<file path="src/pkg/sbl_ctrl_defs.svh">
`ifndef SBL_CTRL_DEFS_SVH
`define SBL_CTRL_DEFS_SVH

// register byte offsets
`define SBL_ID_OFS          8'h00
`define SBL_CTRL_OFS        8'h04

`define SBL_CTRL_RST        32'h0003_0001
// writable bits of the control word; the rest read as zero
`define SBL_CTRL_WMASK      32'h3177_0093

`define SBL_TX_EN_BIT       0
`define SBL_RX_EN_BIT       1
`define SBL_LPS_REQ_BIT     4
`define SBL_PHY_INIT_BIT    7
`define SBL_CYC_EN_BIT      16
`define SBL_CYC_ROOT_BIT    17
`define SBL_CYC_SRC_BIT     18
`define SBL_ISO_MODE_LSB    20
`define SBL_ISO_MODE_MSB    22
`define SBL_LITTLE_BIT      24
`define SBL_DMA_W_LSB       28
`define SBL_DMA_W_MSB       29

// iso mode codes
`define SBL_ISO_NN          3'h0
`define SBL_ISO_NA          3'h1
`define SBL_ISO_AN          3'h2
`define SBL_ISO_XA          3'h3
`define SBL_ISO_AA          3'h4
`define SBL_ISO_XN          3'h5

`define SBL_RX_MAX_NORM     3'h4
`define SBL_RX_MAX_AN       3'h3
`define SBL_RX_MAX_AUTO     3'h1
`define SBL_RX_MAX_XA       3'h2
`define SBL_TX_MAX_AUTO     3'h1

// timing: clock and link power clock in kHz
`define SBL_CLK_KHZ         20000
`define SBL_LPS_TARGET_KHZ  2200
`define SBL_LPS_PERIOD      (`SBL_CLK_KHZ / `SBL_LPS_TARGET_KHZ)
`define SBL_LPS_HIGH        (`SBL_LPS_PERIOD / 3)
`define SBL_PHY_CLK_KHZ     24576
`define SBL_ISO_CYCLE_KHZ   8
`define SBL_CYC_TICKS       (`SBL_PHY_CLK_KHZ / `SBL_ISO_CYCLE_KHZ)

`endif

</file>
<file path="src/pkg/sbl_pkg.sv">
package sbl_pkg;

	typedef enum logic [1:0]
	{
		SBL_BUS_8  = 2'h0,
		SBL_BUS_16 = 2'h1,
		SBL_BUS_32 = 2'h2
	} sbl_bus_width_t;

	typedef enum logic [1:0]
	{
		SBL_XFER_OFF    = 2'h0,
		SBL_XFER_NORMAL = 2'h1,
		SBL_XFER_AUTO   = 2'h2
	} sbl_iso_xfer_t;

	typedef enum logic [1:0]
	{
		SBL_H_IDLE   = 2'h0,
		SBL_H_STROBE = 2'h1,
		SBL_H_WAIT   = 2'h3,
		SBL_H_DONE   = 2'h2
	} sbl_host_state_t;

	// bit position of the register slice carried by a beat at this address
	function automatic logic [4:0] sbl_lane_shift(input logic [1:0] width,
		input logic [1:0] addr_lo);
		logic [4:0] sh;
		sh = 5'h00;
		if (width == SBL_BUS_8)
			sh = 5'h18 - {addr_lo, 3'h0};
		else if (width == SBL_BUS_16)
			sh = addr_lo[1] ? 5'h00 : 5'h10;
		return sh;
	endfunction

	function automatic logic [31:0] sbl_lane_mask(input logic [1:0] width);
		logic [31:0] m;
		m = 32'hFFFF_FFFF;
		if (width == SBL_BUS_8)
			m = 32'h0000_00FF;
		else if (width == SBL_BUS_16)
			m = 32'h0000_FFFF;
		return m;
	endfunction

endpackage

</file>
<file path="src/pkg/sbl_host_if.sv">
`timescale 1ns/1ps
`default_nettype none

interface sbl_host_if;
	logic [1:0]  bus_width;
	logic [7:0]  addr;
	logic [31:0] wdata;
	logic        wr;
	logic        rd;
	logic [31:0] rdata;
	logic        rvalid;

	modport dev
	(
		input  bus_width,
		input  addr,
		input  wdata,
		input  wr,
		input  rd,
		output rdata,
		output rvalid
	);

	modport host
	(
		output bus_width,
		output addr,
		output wdata,
		output wr,
		output rd,
		input  rdata,
		input  rvalid
	);
endinterface

`default_nettype wire

</file>
<file path="src/rtl/sbl_ctrl_dev.sv">
`timescale 1ns/1ps
`default_nettype none
`include "sbl_ctrl_defs.svh"

module sbl_ctrl_dev
#(
	parameter logic [15:0] CHIP_VERSION  = 16'h00A5,  // arbitrary value
	parameter logic [15:0] CHIP_REVISION = 16'h0000,  // first silicon
	parameter int          CYC_CNT_W     = 13,
	parameter logic [2:0]  ISO_TX_CHANS  = 3'h4
)
(
	input  wire logic                 mclk_in,
	input  wire logic                 rst_b_in,
	sbl_host_if.dev                   bus,
	input  wire logic                 phy_bus_reset_req_in,
	input  wire logic                 direct_couple_sel_in,
	input  wire logic                 phy_clk_tick_in,
	input  wire logic                 external_cycle_tick_in,
	input  wire logic                 cycle_start_rx_in,
	input  wire logic [CYC_CNT_W-1:0] cycle_start_rx_count_in,
	output logic                      tx_enable_out,
	output logic                      rx_enable_out,
	output logic                      lps_out,
	output logic                      phy_if_init_timing_sel_out,
	output logic [CYC_CNT_W-1:0]      cycle_count_out,
	output logic                      cycle_start_send_out,
	output logic                      cycle_timer_adjust_out,
	output logic [1:0]                iso_tx_mode_out,
	output logic [1:0]                iso_rx_mode_out,
	output logic [2:0]                iso_tx_max_chan_out,
	output logic [2:0]                iso_rx_max_chan_out,
	output logic                      iso_rx_split_out,
	output logic                      buffer_little_endian_out,
	output logic [1:0]                dma_beat_width_out
);

	localparam logic [3:0]  LPS_PERIOD = 4'(`SBL_LPS_PERIOD);
	localparam logic [3:0]  LPS_HIGH   = 4'(`SBL_LPS_HIGH);
	localparam logic [11:0] CYC_TICKS  = 12'(`SBL_CYC_TICKS);

	typedef struct packed
	{
		logic [31:0]          ctrl;
		logic [31:0]          rdata;
		logic                 rvalid;
		logic [3:0]           lps_cnt;
		logic                 lps;
		logic                 tick_prev;
		logic [11:0]          cyc_ofs;
		logic [CYC_CNT_W-1:0] cyc_cnt;
		logic                 cyc_start;
		logic                 cyc_adj;
		logic [1:0]           tx_mode;
		logic [1:0]           rx_mode;
		logic [2:0]           tx_max;
		logic [2:0]           rx_max;
		logic                 rx_split;
	} sbl_dev_state_t;

	localparam sbl_dev_state_t DEV_RST = '{ctrl: `SBL_CTRL_RST, default: '0};

	sbl_dev_state_t state_r;
	sbl_dev_state_t state_nxt;

	logic [4:0]  sh;
	logic [31:0] lane_m;
	logic [31:0] wr_m;
	logic [31:0] id_word;
	logic [2:0]  iso;
	logic        cyc_carry;
	logic        cyc_step;

	always_comb
	begin
		state_nxt = state_r;
		sh        = sbl_pkg::sbl_lane_shift(bus.bus_width, bus.addr[1:0]);
		lane_m    = sbl_pkg::sbl_lane_mask(bus.bus_width);
		wr_m      = (lane_m << sh) & `SBL_CTRL_WMASK;
		id_word   = {CHIP_VERSION, CHIP_REVISION};

		// register writes; the identification word has no storage to hit
		if (bus.wr && (bus.addr[7:2] == 6'(`SBL_CTRL_OFS >> 2)))
			state_nxt.ctrl = (state_r.ctrl & ~wr_m) | ((bus.wdata << sh) & wr_m);
		// bus reset request wins over any software write
		if (phy_bus_reset_req_in)
			state_nxt.ctrl[`SBL_TX_EN_BIT] = 1'b1;

		state_nxt.rvalid = bus.rd;
		state_nxt.rdata  = 32'h0000_0000;
		if (bus.rd)
		begin
			if (bus.addr[7:2] == 6'(`SBL_ID_OFS >> 2))
				state_nxt.rdata = (id_word >> sh) & lane_m;
			else if (bus.addr[7:2] == 6'(`SBL_CTRL_OFS >> 2))
				state_nxt.rdata = (state_r.ctrl >> sh) & lane_m;
		end

		// link power status output
		state_nxt.lps_cnt = (state_r.lps_cnt >= LPS_PERIOD - 4'h1) ? 4'h0
			: state_r.lps_cnt + 4'h1;
		if (!state_r.ctrl[`SBL_LPS_REQ_BIT])
			state_nxt.lps = 1'b0;
		else if (direct_couple_sel_in)
			state_nxt.lps = 1'b1;
		else
			state_nxt.lps = (state_r.lps_cnt < LPS_HIGH);

		// cycle timer; an external tick counts a whole cycle per rising edge
		state_nxt.tick_prev = external_cycle_tick_in;
		cyc_step  = 1'b0;
		cyc_carry = 1'b0;
		if (state_r.ctrl[`SBL_CYC_SRC_BIT])
			cyc_carry = external_cycle_tick_in && !state_r.tick_prev;
		else
			cyc_step = phy_clk_tick_in;
		if (!state_r.ctrl[`SBL_CYC_EN_BIT])
		begin
			cyc_step  = 1'b0;
			cyc_carry = 1'b0;
		end
		if (cyc_step)
		begin
			if (state_r.cyc_ofs == CYC_TICKS - 12'h001)
			begin
				state_nxt.cyc_ofs = 12'h000;
				cyc_carry         = 1'b1;
			end
			else
				state_nxt.cyc_ofs = state_r.cyc_ofs + 12'h001;
		end
		if (cyc_carry)
			state_nxt.cyc_cnt = state_r.cyc_cnt + 1'b1;
		state_nxt.cyc_start = cyc_carry && state_r.ctrl[`SBL_CYC_ROOT_BIT]
			&& state_r.ctrl[`SBL_TX_EN_BIT];
		state_nxt.cyc_adj = 1'b0;
		// a non-root node slaves its timer to the received cycle start
		if (!state_r.ctrl[`SBL_CYC_ROOT_BIT] && cycle_start_rx_in
			&& state_r.ctrl[`SBL_RX_EN_BIT])
		begin
			state_nxt.cyc_ofs = 12'h000;
			state_nxt.cyc_cnt = cycle_start_rx_count_in;
			state_nxt.cyc_adj = 1'b1;
		end

		// isochronous mode decode
		iso = state_r.ctrl[`SBL_ISO_MODE_MSB:`SBL_ISO_MODE_LSB];
		state_nxt.tx_mode  = sbl_pkg::SBL_XFER_OFF;
		state_nxt.rx_mode  = sbl_pkg::SBL_XFER_OFF;
		state_nxt.rx_split = 1'b0;
		unique case (iso)
			`SBL_ISO_NN:
			begin
				state_nxt.tx_mode = sbl_pkg::SBL_XFER_NORMAL;
				state_nxt.rx_mode = sbl_pkg::SBL_XFER_NORMAL;
			end
			`SBL_ISO_NA:
			begin
				state_nxt.tx_mode = sbl_pkg::SBL_XFER_NORMAL;
				state_nxt.rx_mode = sbl_pkg::SBL_XFER_AUTO;
			end
			`SBL_ISO_AN:
			begin
				state_nxt.tx_mode = sbl_pkg::SBL_XFER_AUTO;
				state_nxt.rx_mode = sbl_pkg::SBL_XFER_NORMAL;
			end
			`SBL_ISO_XA:
			begin
				state_nxt.rx_mode  = sbl_pkg::SBL_XFER_AUTO;
				state_nxt.rx_split = 1'b1;
			end
			`SBL_ISO_AA:
			begin
				state_nxt.tx_mode = sbl_pkg::SBL_XFER_AUTO;
				state_nxt.rx_mode = sbl_pkg::SBL_XFER_AUTO;
			end
			`SBL_ISO_XN:
				state_nxt.rx_mode = sbl_pkg::SBL_XFER_NORMAL;
			// reserved codes leave both directions off
			default:
			begin
				state_nxt.tx_mode = sbl_pkg::SBL_XFER_OFF;
				state_nxt.rx_mode = sbl_pkg::SBL_XFER_OFF;
			end
		endcase

		// channel limits; normal tx sends at most one packet per channel each cycle
		state_nxt.tx_max = 3'h0;
		if (state_nxt.tx_mode == sbl_pkg::SBL_XFER_NORMAL)
			state_nxt.tx_max = ISO_TX_CHANS;
		else if (state_nxt.tx_mode == sbl_pkg::SBL_XFER_AUTO)
			state_nxt.tx_max = `SBL_TX_MAX_AUTO;
		state_nxt.rx_max = 3'h0;
		if (state_nxt.rx_mode == sbl_pkg::SBL_XFER_NORMAL)
			state_nxt.rx_max = (iso == `SBL_ISO_AN) ? `SBL_RX_MAX_AN
				: `SBL_RX_MAX_NORM;
		else if (state_nxt.rx_mode == sbl_pkg::SBL_XFER_AUTO)
			state_nxt.rx_max = (iso == `SBL_ISO_XA) ? `SBL_RX_MAX_XA
				: `SBL_RX_MAX_AUTO;
		// receive disabled means no channel is taken
		if (!state_r.ctrl[`SBL_RX_EN_BIT])
			state_nxt.rx_max = 3'h0;
		// transmit disabled means no isochronous channel is sent
		if (!state_r.ctrl[`SBL_TX_EN_BIT])
			state_nxt.tx_max = 3'h0;
	end

	always_ff @(posedge mclk_in or negedge rst_b_in)
	begin
		if (!rst_b_in)
			state_r <= DEV_RST;
		else
			state_r <= state_nxt;
	end

	assign bus.rdata  = state_r.rdata;
	assign bus.rvalid = state_r.rvalid;

	assign tx_enable_out              = state_r.ctrl[`SBL_TX_EN_BIT];
	assign rx_enable_out              = state_r.ctrl[`SBL_RX_EN_BIT];
	assign lps_out                    = state_r.lps;
	assign phy_if_init_timing_sel_out = state_r.ctrl[`SBL_PHY_INIT_BIT];
	assign cycle_count_out            = state_r.cyc_cnt;
	assign cycle_start_send_out       = state_r.cyc_start;
	assign cycle_timer_adjust_out     = state_r.cyc_adj;
	assign iso_tx_mode_out            = state_r.tx_mode;
	assign iso_rx_mode_out            = state_r.rx_mode;
	assign iso_tx_max_chan_out        = state_r.tx_max;
	assign iso_rx_max_chan_out        = state_r.rx_max;
	assign iso_rx_split_out           = state_r.rx_split;
	assign buffer_little_endian_out   = state_r.ctrl[`SBL_LITTLE_BIT];
	assign dma_beat_width_out = state_r.ctrl[`SBL_DMA_W_MSB:`SBL_DMA_W_LSB];

endmodule

`default_nettype wire

</file>
<file path="src/flat_wrapper.sv">
// flat-port wrapper written by rule: the top's interface ports become plain ports
module sbl_ctrl_dev_flat 
#(
	parameter logic [15:0] CHIP_VERSION  = 16'h00A5,                    
	parameter logic [15:0] CHIP_REVISION = 16'h0000,                  
	parameter int          CYC_CNT_W     = 13,
	parameter logic [2:0]  ISO_TX_CHANS  = 3'h4
)
  (mclk_in, rst_b_in, phy_bus_reset_req_in, direct_couple_sel_in, phy_clk_tick_in, external_cycle_tick_in, cycle_start_rx_in, cycle_start_rx_count_in, tx_enable_out, rx_enable_out, lps_out, phy_if_init_timing_sel_out, cycle_count_out, cycle_start_send_out, cycle_timer_adjust_out, iso_tx_mode_out, iso_rx_mode_out, iso_tx_max_chan_out, iso_rx_max_chan_out, iso_rx_split_out, buffer_little_endian_out, dma_beat_width_out, bus_bus_width, bus_addr, bus_wdata, bus_wr, bus_rd, bus_rdata, bus_rvalid);
  sbl_host_if bus_i ();
  input  wire logic mclk_in;
  input  wire logic rst_b_in;
  input  wire logic phy_bus_reset_req_in;
  input  wire logic direct_couple_sel_in;
  input  wire logic phy_clk_tick_in;
  input  wire logic external_cycle_tick_in;
  input  wire logic cycle_start_rx_in;
  input  wire logic [CYC_CNT_W-1:0] cycle_start_rx_count_in;
  output logic tx_enable_out;
  output logic rx_enable_out;
  output logic lps_out;
  output logic phy_if_init_timing_sel_out;
  output logic [CYC_CNT_W-1:0] cycle_count_out;
  output logic cycle_start_send_out;
  output logic cycle_timer_adjust_out;
  output logic [1:0] iso_tx_mode_out;
  output logic [1:0] iso_rx_mode_out;
  output logic [2:0] iso_tx_max_chan_out;
  output logic [2:0] iso_rx_max_chan_out;
  output logic iso_rx_split_out;
  output logic buffer_little_endian_out;
  output logic [1:0] dma_beat_width_out;
  input wire logic [$bits(bus_i.bus_width)-1:0] bus_bus_width;
  input wire logic [$bits(bus_i.addr)-1:0] bus_addr;
  input wire logic [$bits(bus_i.wdata)-1:0] bus_wdata;
  input wire logic [$bits(bus_i.wr)-1:0] bus_wr;
  input wire logic [$bits(bus_i.rd)-1:0] bus_rd;
  output wire logic [$bits(bus_i.rdata)-1:0] bus_rdata;
  output wire logic [$bits(bus_i.rvalid)-1:0] bus_rvalid;
  assign bus_i.bus_width = bus_bus_width;
  assign bus_i.addr = bus_addr;
  assign bus_i.wdata = bus_wdata;
  assign bus_i.wr = bus_wr;
  assign bus_i.rd = bus_rd;
  assign bus_rdata = bus_i.rdata;
  assign bus_rvalid = bus_i.rvalid;
  sbl_ctrl_dev #(.CHIP_VERSION(CHIP_VERSION), .CHIP_REVISION(CHIP_REVISION), .CYC_CNT_W(CYC_CNT_W), .ISO_TX_CHANS(ISO_TX_CHANS)) u_core (.mclk_in(mclk_in), .rst_b_in(rst_b_in), .bus(bus_i), .phy_bus_reset_req_in(phy_bus_reset_req_in), .direct_couple_sel_in(direct_couple_sel_in), .phy_clk_tick_in(phy_clk_tick_in), .external_cycle_tick_in(external_cycle_tick_in), .cycle_start_rx_in(cycle_start_rx_in), .cycle_start_rx_count_in(cycle_start_rx_count_in), .tx_enable_out(tx_enable_out), .rx_enable_out(rx_enable_out), .lps_out(lps_out), .phy_if_init_timing_sel_out(phy_if_init_timing_sel_out), .cycle_count_out(cycle_count_out), .cycle_start_send_out(cycle_start_send_out), .cycle_timer_adjust_out(cycle_timer_adjust_out), .iso_tx_mode_out(iso_tx_mode_out), .iso_rx_mode_out(iso_rx_mode_out), .iso_tx_max_chan_out(iso_tx_max_chan_out), .iso_rx_max_chan_out(iso_rx_max_chan_out), .iso_rx_split_out(iso_rx_split_out), .buffer_little_endian_out(buffer_little_endian_out), .dma_beat_width_out(dma_beat_width_out));
endmodule
</file>
<file path="config.mk">
export PLATFORM = sky130hd
export DESIGN_NAME = sbl_ctrl_dev_flat
export DESIGN_NICKNAME = d
export VERILOG_FILES = /design/src/pkg/sbl_pkg.sv /design/src/pkg/sbl_host_if.sv /design/src/rtl/sbl_ctrl_dev.sv /design/src/flat_wrapper.sv
export VERILOG_INCLUDE_DIRS = /design/src /design/src/pkg
export SDC_FILE = /design/constraint.sdc
export NUM_CORES = 1
export LEC_CHECK = 0
export ABC_AREA = 1
export BUFFER_PORTS_ARGS = -buffer_cell sky130_fd_sc_hd__buf_4
export CORE_UTILIZATION = 53
export CTS_CLUSTER_SIZE = 14
export DETAILED_ROUTE_END_ITERATION = 16
export PLACE_DENSITY = 0.88
export SLEW_MARGIN = 40
export SYNTH_ARGS = -nofsm -noshare
export SYNTH_HDL_FRONTEND = slang
export SYNTH_SLANG_ARGS = --single-unit
</file>
<file path="constraint.sdc">
create_clock -name mclk_in -period 1.6 [get_ports mclk_in]
set_input_delay 0.08 -clock mclk_in [delete_from_list [all_inputs] [get_ports mclk_in]]
set_output_delay 0.08 -clock mclk_in [all_outputs]
set_load 0.01 [all_outputs]
</file>
* Yosys cells after proc, flatten, opt, wreduce, memory -nomap -nowiden
Cells that the tools add are included.
** Storage, ports and cells
- Register bits :: 109
** Operators by class
- Magnitude comparators :: 2
- Reduce and logical (&&, ||, !) cells :: 18
- Bitwise gates (word level) :: 6
- Equality and inequality tests :: 12
- Multiplexer cells :: 35
- $add $sub $neg :: 4
- Shift-type cells :: 4
** Operators with widths (count)
- $mux 32 :: 5
- $and 32x32->32 :: 3
- $and 32x30->32 :: 1
- $not 30->32 :: 1
- $or 32x32->32 :: 1
- $shl 32x5->30 :: 1
- $shl 32x5->32 :: 1
- $shr 24x5->32 const A :: 1
- $shr 32x5->32 :: 1
- $mux 25 :: 1
- $mux 12 :: 2
- $mux 3 :: 6
- $mux 5 :: 3
- $add 13x1->13 const B :: 1
- $mux 1 :: 13
- $mux 13 :: 1
- $add 12x1->12 const B :: 1
- $eq 12x12->1 const B :: 1
- $pmux 2 s2 :: 2
- $eq 2x1->1 const B :: 3
- $eq 3x2->1 const B :: 2
- $eq 3x3->1 const B :: 2
- $eq 6x1->1 const B :: 1
- $logic_and 1x1->1 :: 6
- other kinds (15) :: 21

* Depth between registers and ports, before layout
- Depth in word-level cells :: 9
- Mapped depth :: 10

* Worst setup path after synthesis
No wires, ideal clock.
- Path type :: register to register
- Start :: reg u_core.state_r[26] (netlist bit)
- End :: reg u_core.state_r (netlist bit u_core.cycle_count_out[2])
- Setup slack :: 0.179 ns
- Data required time :: 1.482 ns
- Arrival :: 1.303 ns
- Stages on the path, launching flop included :: 9
- Cell sequence :: dfrtp_1 ha_1 nand2_1 nor2_4 nand3_1 o21a_4 buf_6 nand3_1 nand2_1
** On the way
- Cells in the longest elaborated chain, start to end :: 4
** RTL lines
- start, declared :: RTL line sbl_ctrl_dev.sv:63 : sbl_dev_state_t state_r;
- start signal, assigned :: RTL line sbl_ctrl_dev.sv:213 : state_r <= state_nxt;
- $eq 12x12->1 :: RTL line sbl_ctrl_dev.sv:124 : if (state_r.cyc_ofs == CYC_TICKS - 12'h001)
- $mux 1 :: RTL line sbl_ctrl_dev.sv:124
- $mux 1 :: RTL line sbl_ctrl_dev.sv:122 : if (cyc_step)
- $reduce_bool 2->1 (no line)
Every way passes these cells.
A chain may end at the register's enable or synchronous reset.

* Worst setup path in the final report
- Start :: reg u_core.state_r[27] (netlist bit)
- End :: reg u_core.state_r (netlist bit u_core.cycle_count_out[6])
Same word-level chain as after synthesis.

==> flow_summary.toml <==
[finish]
nFillCells = 674
syn_to_final_growth_pct = 20.9
nets = 734
layout_common_cells = "151 x nand2_1, 122 x buf_4, 78 x dfrtp_1"
drive_above_1_share_pct = 26.2
final_common_cell = "nand2_1"
antenna_cells = 0
final_core_util_pct = 66.4

[setup_path]
cp.required_ns = 1.84
critical-path-max-stage-delay_ns = 0.37
path_class = "register to register"
cp-end-kind = "register"
cp.arrival_ns = 1.77
worstPathCellList = "ha_1, nand2_2, nor2_4, nand3_2, o21a_4, nand3_1, nand2_1"
cp_max_fo = 7
startpoint_type = "register"
crit_path_top_delay_cell = "dfrtp_1"

[sta]
slew_viol_final = 0
fmax_mhz = 656
setup_tns_ns = 0
fin_crit_sh_pct = 95.2
finalClockSkew_ns = 0.00972
fin_crit_ns = 1.52
hold_violations = 0
worst_slack_ns = 0.0761
setup-violations-final = 0
timing.hold.ws_ns = 0.0342

[drt]
avgViaCountPerCell = 5.12
drcViolationCount = 0
avgRoutedWirePerCell_um = 13.6
wirelength_um = 10500
wl_met1_um = 4130
via_count = 3972
wl_met3_um = 839
postRouteAntennaNets = 0
first_iter_violations = 249
wl_met2_um = 5310
top_layer = "met4"
dr.pass1.iters = 5

[yosys]
yosys_most_used_dff = "dfrtp_1"
ys_async_sr_fraction_pct = 100
yosysWarnings = 0
synth.yosys.seq_area_share_pct = 44.8
ys_types = 37
netlist_instances = 580
synth_edf_count = 0
synth_seq_cells = 81
postSynthAreaPerCell_sq_um = 7.82
syn_area_sq_mm = 0.00454

[clocking]
cts_tree = "done"
clkTransAtPathRegs_ns = 0.09
clockRootBuffer = "clkbuf_8"
cts_buffers = 9
clk_path_buf_depth = 2
clock-sinks = 81
worstSkewPairLatency_ns = 0.35
cts_max_level = 3

[power_and_ir_drop]
finalPower_mw = 5.40
power.internal_mw = 3.64
p_per_area_mw_per_mm2 = 985
netSwitchingFraction_pct = 32.6
p_clk_share_pct = 27.7
ir_drop_mv = 0.627
combPwrFrac_pct = 25.8
seqPwrFrac_pct = 46.5
power_leakage_nw = 2.85
p_sw_mw = 1.76

[global_route]
track_usage_pct = 23.9
grt_pass1_vias = 3707
grt_max_degree = 39
grt_pass1_wl_um = 16400
antenna_found_initial = 0
overflow = 0

[outcome]
status = "completed"

[floorplan]
dieArea_sq_mm = 0.00893
coreArea_sq_mm = 0.00826
die_w_um = 94.5
rows = 33
die_h_um = 94.5
io_pins = 130
start_util_pct = 54.9

[run]
cap_violations = 0

[placement]
hpwl_um = 7780
place_ws_ns = -0.0203
io_buffers = 110
gp_congestion = 0.863

[worst_hold_path]
hp-class = "primary input to register"
==> per-stage QoR <==
stage,instances,cell area [sq um]
after floorplan,592,4580
after global placement,748,5130
after detailed placement,748,5130
after CTS,771,5400
after global routing,776,5490
final,776,5490
==> worst max-delay path, delay by kind of cell, from the launching register on <==
kind	cells	cell delay (ns)
AOI/OAI and AO/OA	1	0.30
DFF	1	0.37
adders and majority gates	1	0.19
and+or+nand+nor	5	0.56
==> power groups by stage <==
stage / registers (mW) / logic, mW / clock network (mW)
floorplan: 2.49 / 0.996 / 0
global placement: 2.54 / 1.31 / 0
detailed placement: 2.55 / 1.35 / 0
CTS: 2.51 / 1.37 / 1.51
global route: 2.55 / 1.56 / 1.60
finish: 2.51 / 1.39 / 1.50
==> cell usage after synthesis, types with 4 or more instances <==
library cell | n | share of area, %
nor3_1 | 10 | 1.1
inv_2 | 5 | 0.41
nand2_1 | 154 | 13
dfrtp_1 | 78 | 43
buf_4 | 58 | 9.6
nand3_2 | 5 | 1.1
nand3_1 | 46 | 5.1
xor2_1 | 4 | 0.77
a21oi_1 | 20 | 2.2
nor2_4 | 4 | 0.99
nand4_1 | 7 | 0.97
o21ai_0 | 23 | 2.5
buf_2 | 5 | 0.55
o21ai_1 | 11 | 1.2
ha_1 | 4 | 1.1
buf_6 | 4 | 0.99
nor2_1 | 51 | 4.2
inv_1 | 61 | 5.0
==> cell type report <==
cell class / count / area [sq um] / share of cell area, %
clock inverters: 7 / 76.3 / 1.39
well taps: 105 / 131 / 2.40
clock buffers: 9 / 124 / 2.26
inverters: 66 / 248 / 4.52
multi-input cells: 377 / 1850 / 33.7
repair buffers: 131 / 1030 / 18.7
flip-flops and latches: 81 / 2030 / 37.0
==> per-layer routing <==
| metal | GRT usage, % | up-vias |
|---|---|---|
| met2 | 41.2 | 205 |
| met3 | 3.70 | 20 |
| met5 | 0 | - |
| met1 | 29.3 | 1803 |
| li1 | - | 1944 |
| met4 | 11.9 | 0 |
==> final timing paths <==
path / cells past startpoint / to / slack [ns] / start
min: 5 / u_core.cycle_count_out[9] / 0.03 / cycle_start_rx_count_in[9]
max in group asynchronous: 3 / u_core.tx_enable_out / 0.78 / rst_b_in
min reg2reg: 1 / u_core.state_r[40] / 0.50 / u_core.state_r[40]
min in group asynchronous: 2 / u_core.cycle_timer_adjust_out / 0.23 / rst_b_in
max: 7 / u_core.cycle_count_out[6] / 0.08 / u_core.state_r[27]
max reg2reg: 7 / u_core.cycle_count_out[6] / 0.08 / u_core.state_r[27]
==> cell families (layout without fill, tap and decap cells) <==
group,count (synthesis),count (layout),synth area share [%]
other cells,1,13,0.0827
simple gates,285,285,27.7
fa+ha+maj,4,4,1.10
xor+xnor,6,6,1.16
compound gates,68,69,8.41
flops,81,81,44.8
buf+inv,135,213,16.8
==> timing repair <==
item,in CTS,in global routing
gates cloned,0,1
resized for setup,1,11
endpoints found under the hold margin,39,0
setup buffers,0,4
setup endpoints to repair,5,24
hold buffers,7,0
pin swaps,0,4
(Power assumes the default switching activity.)
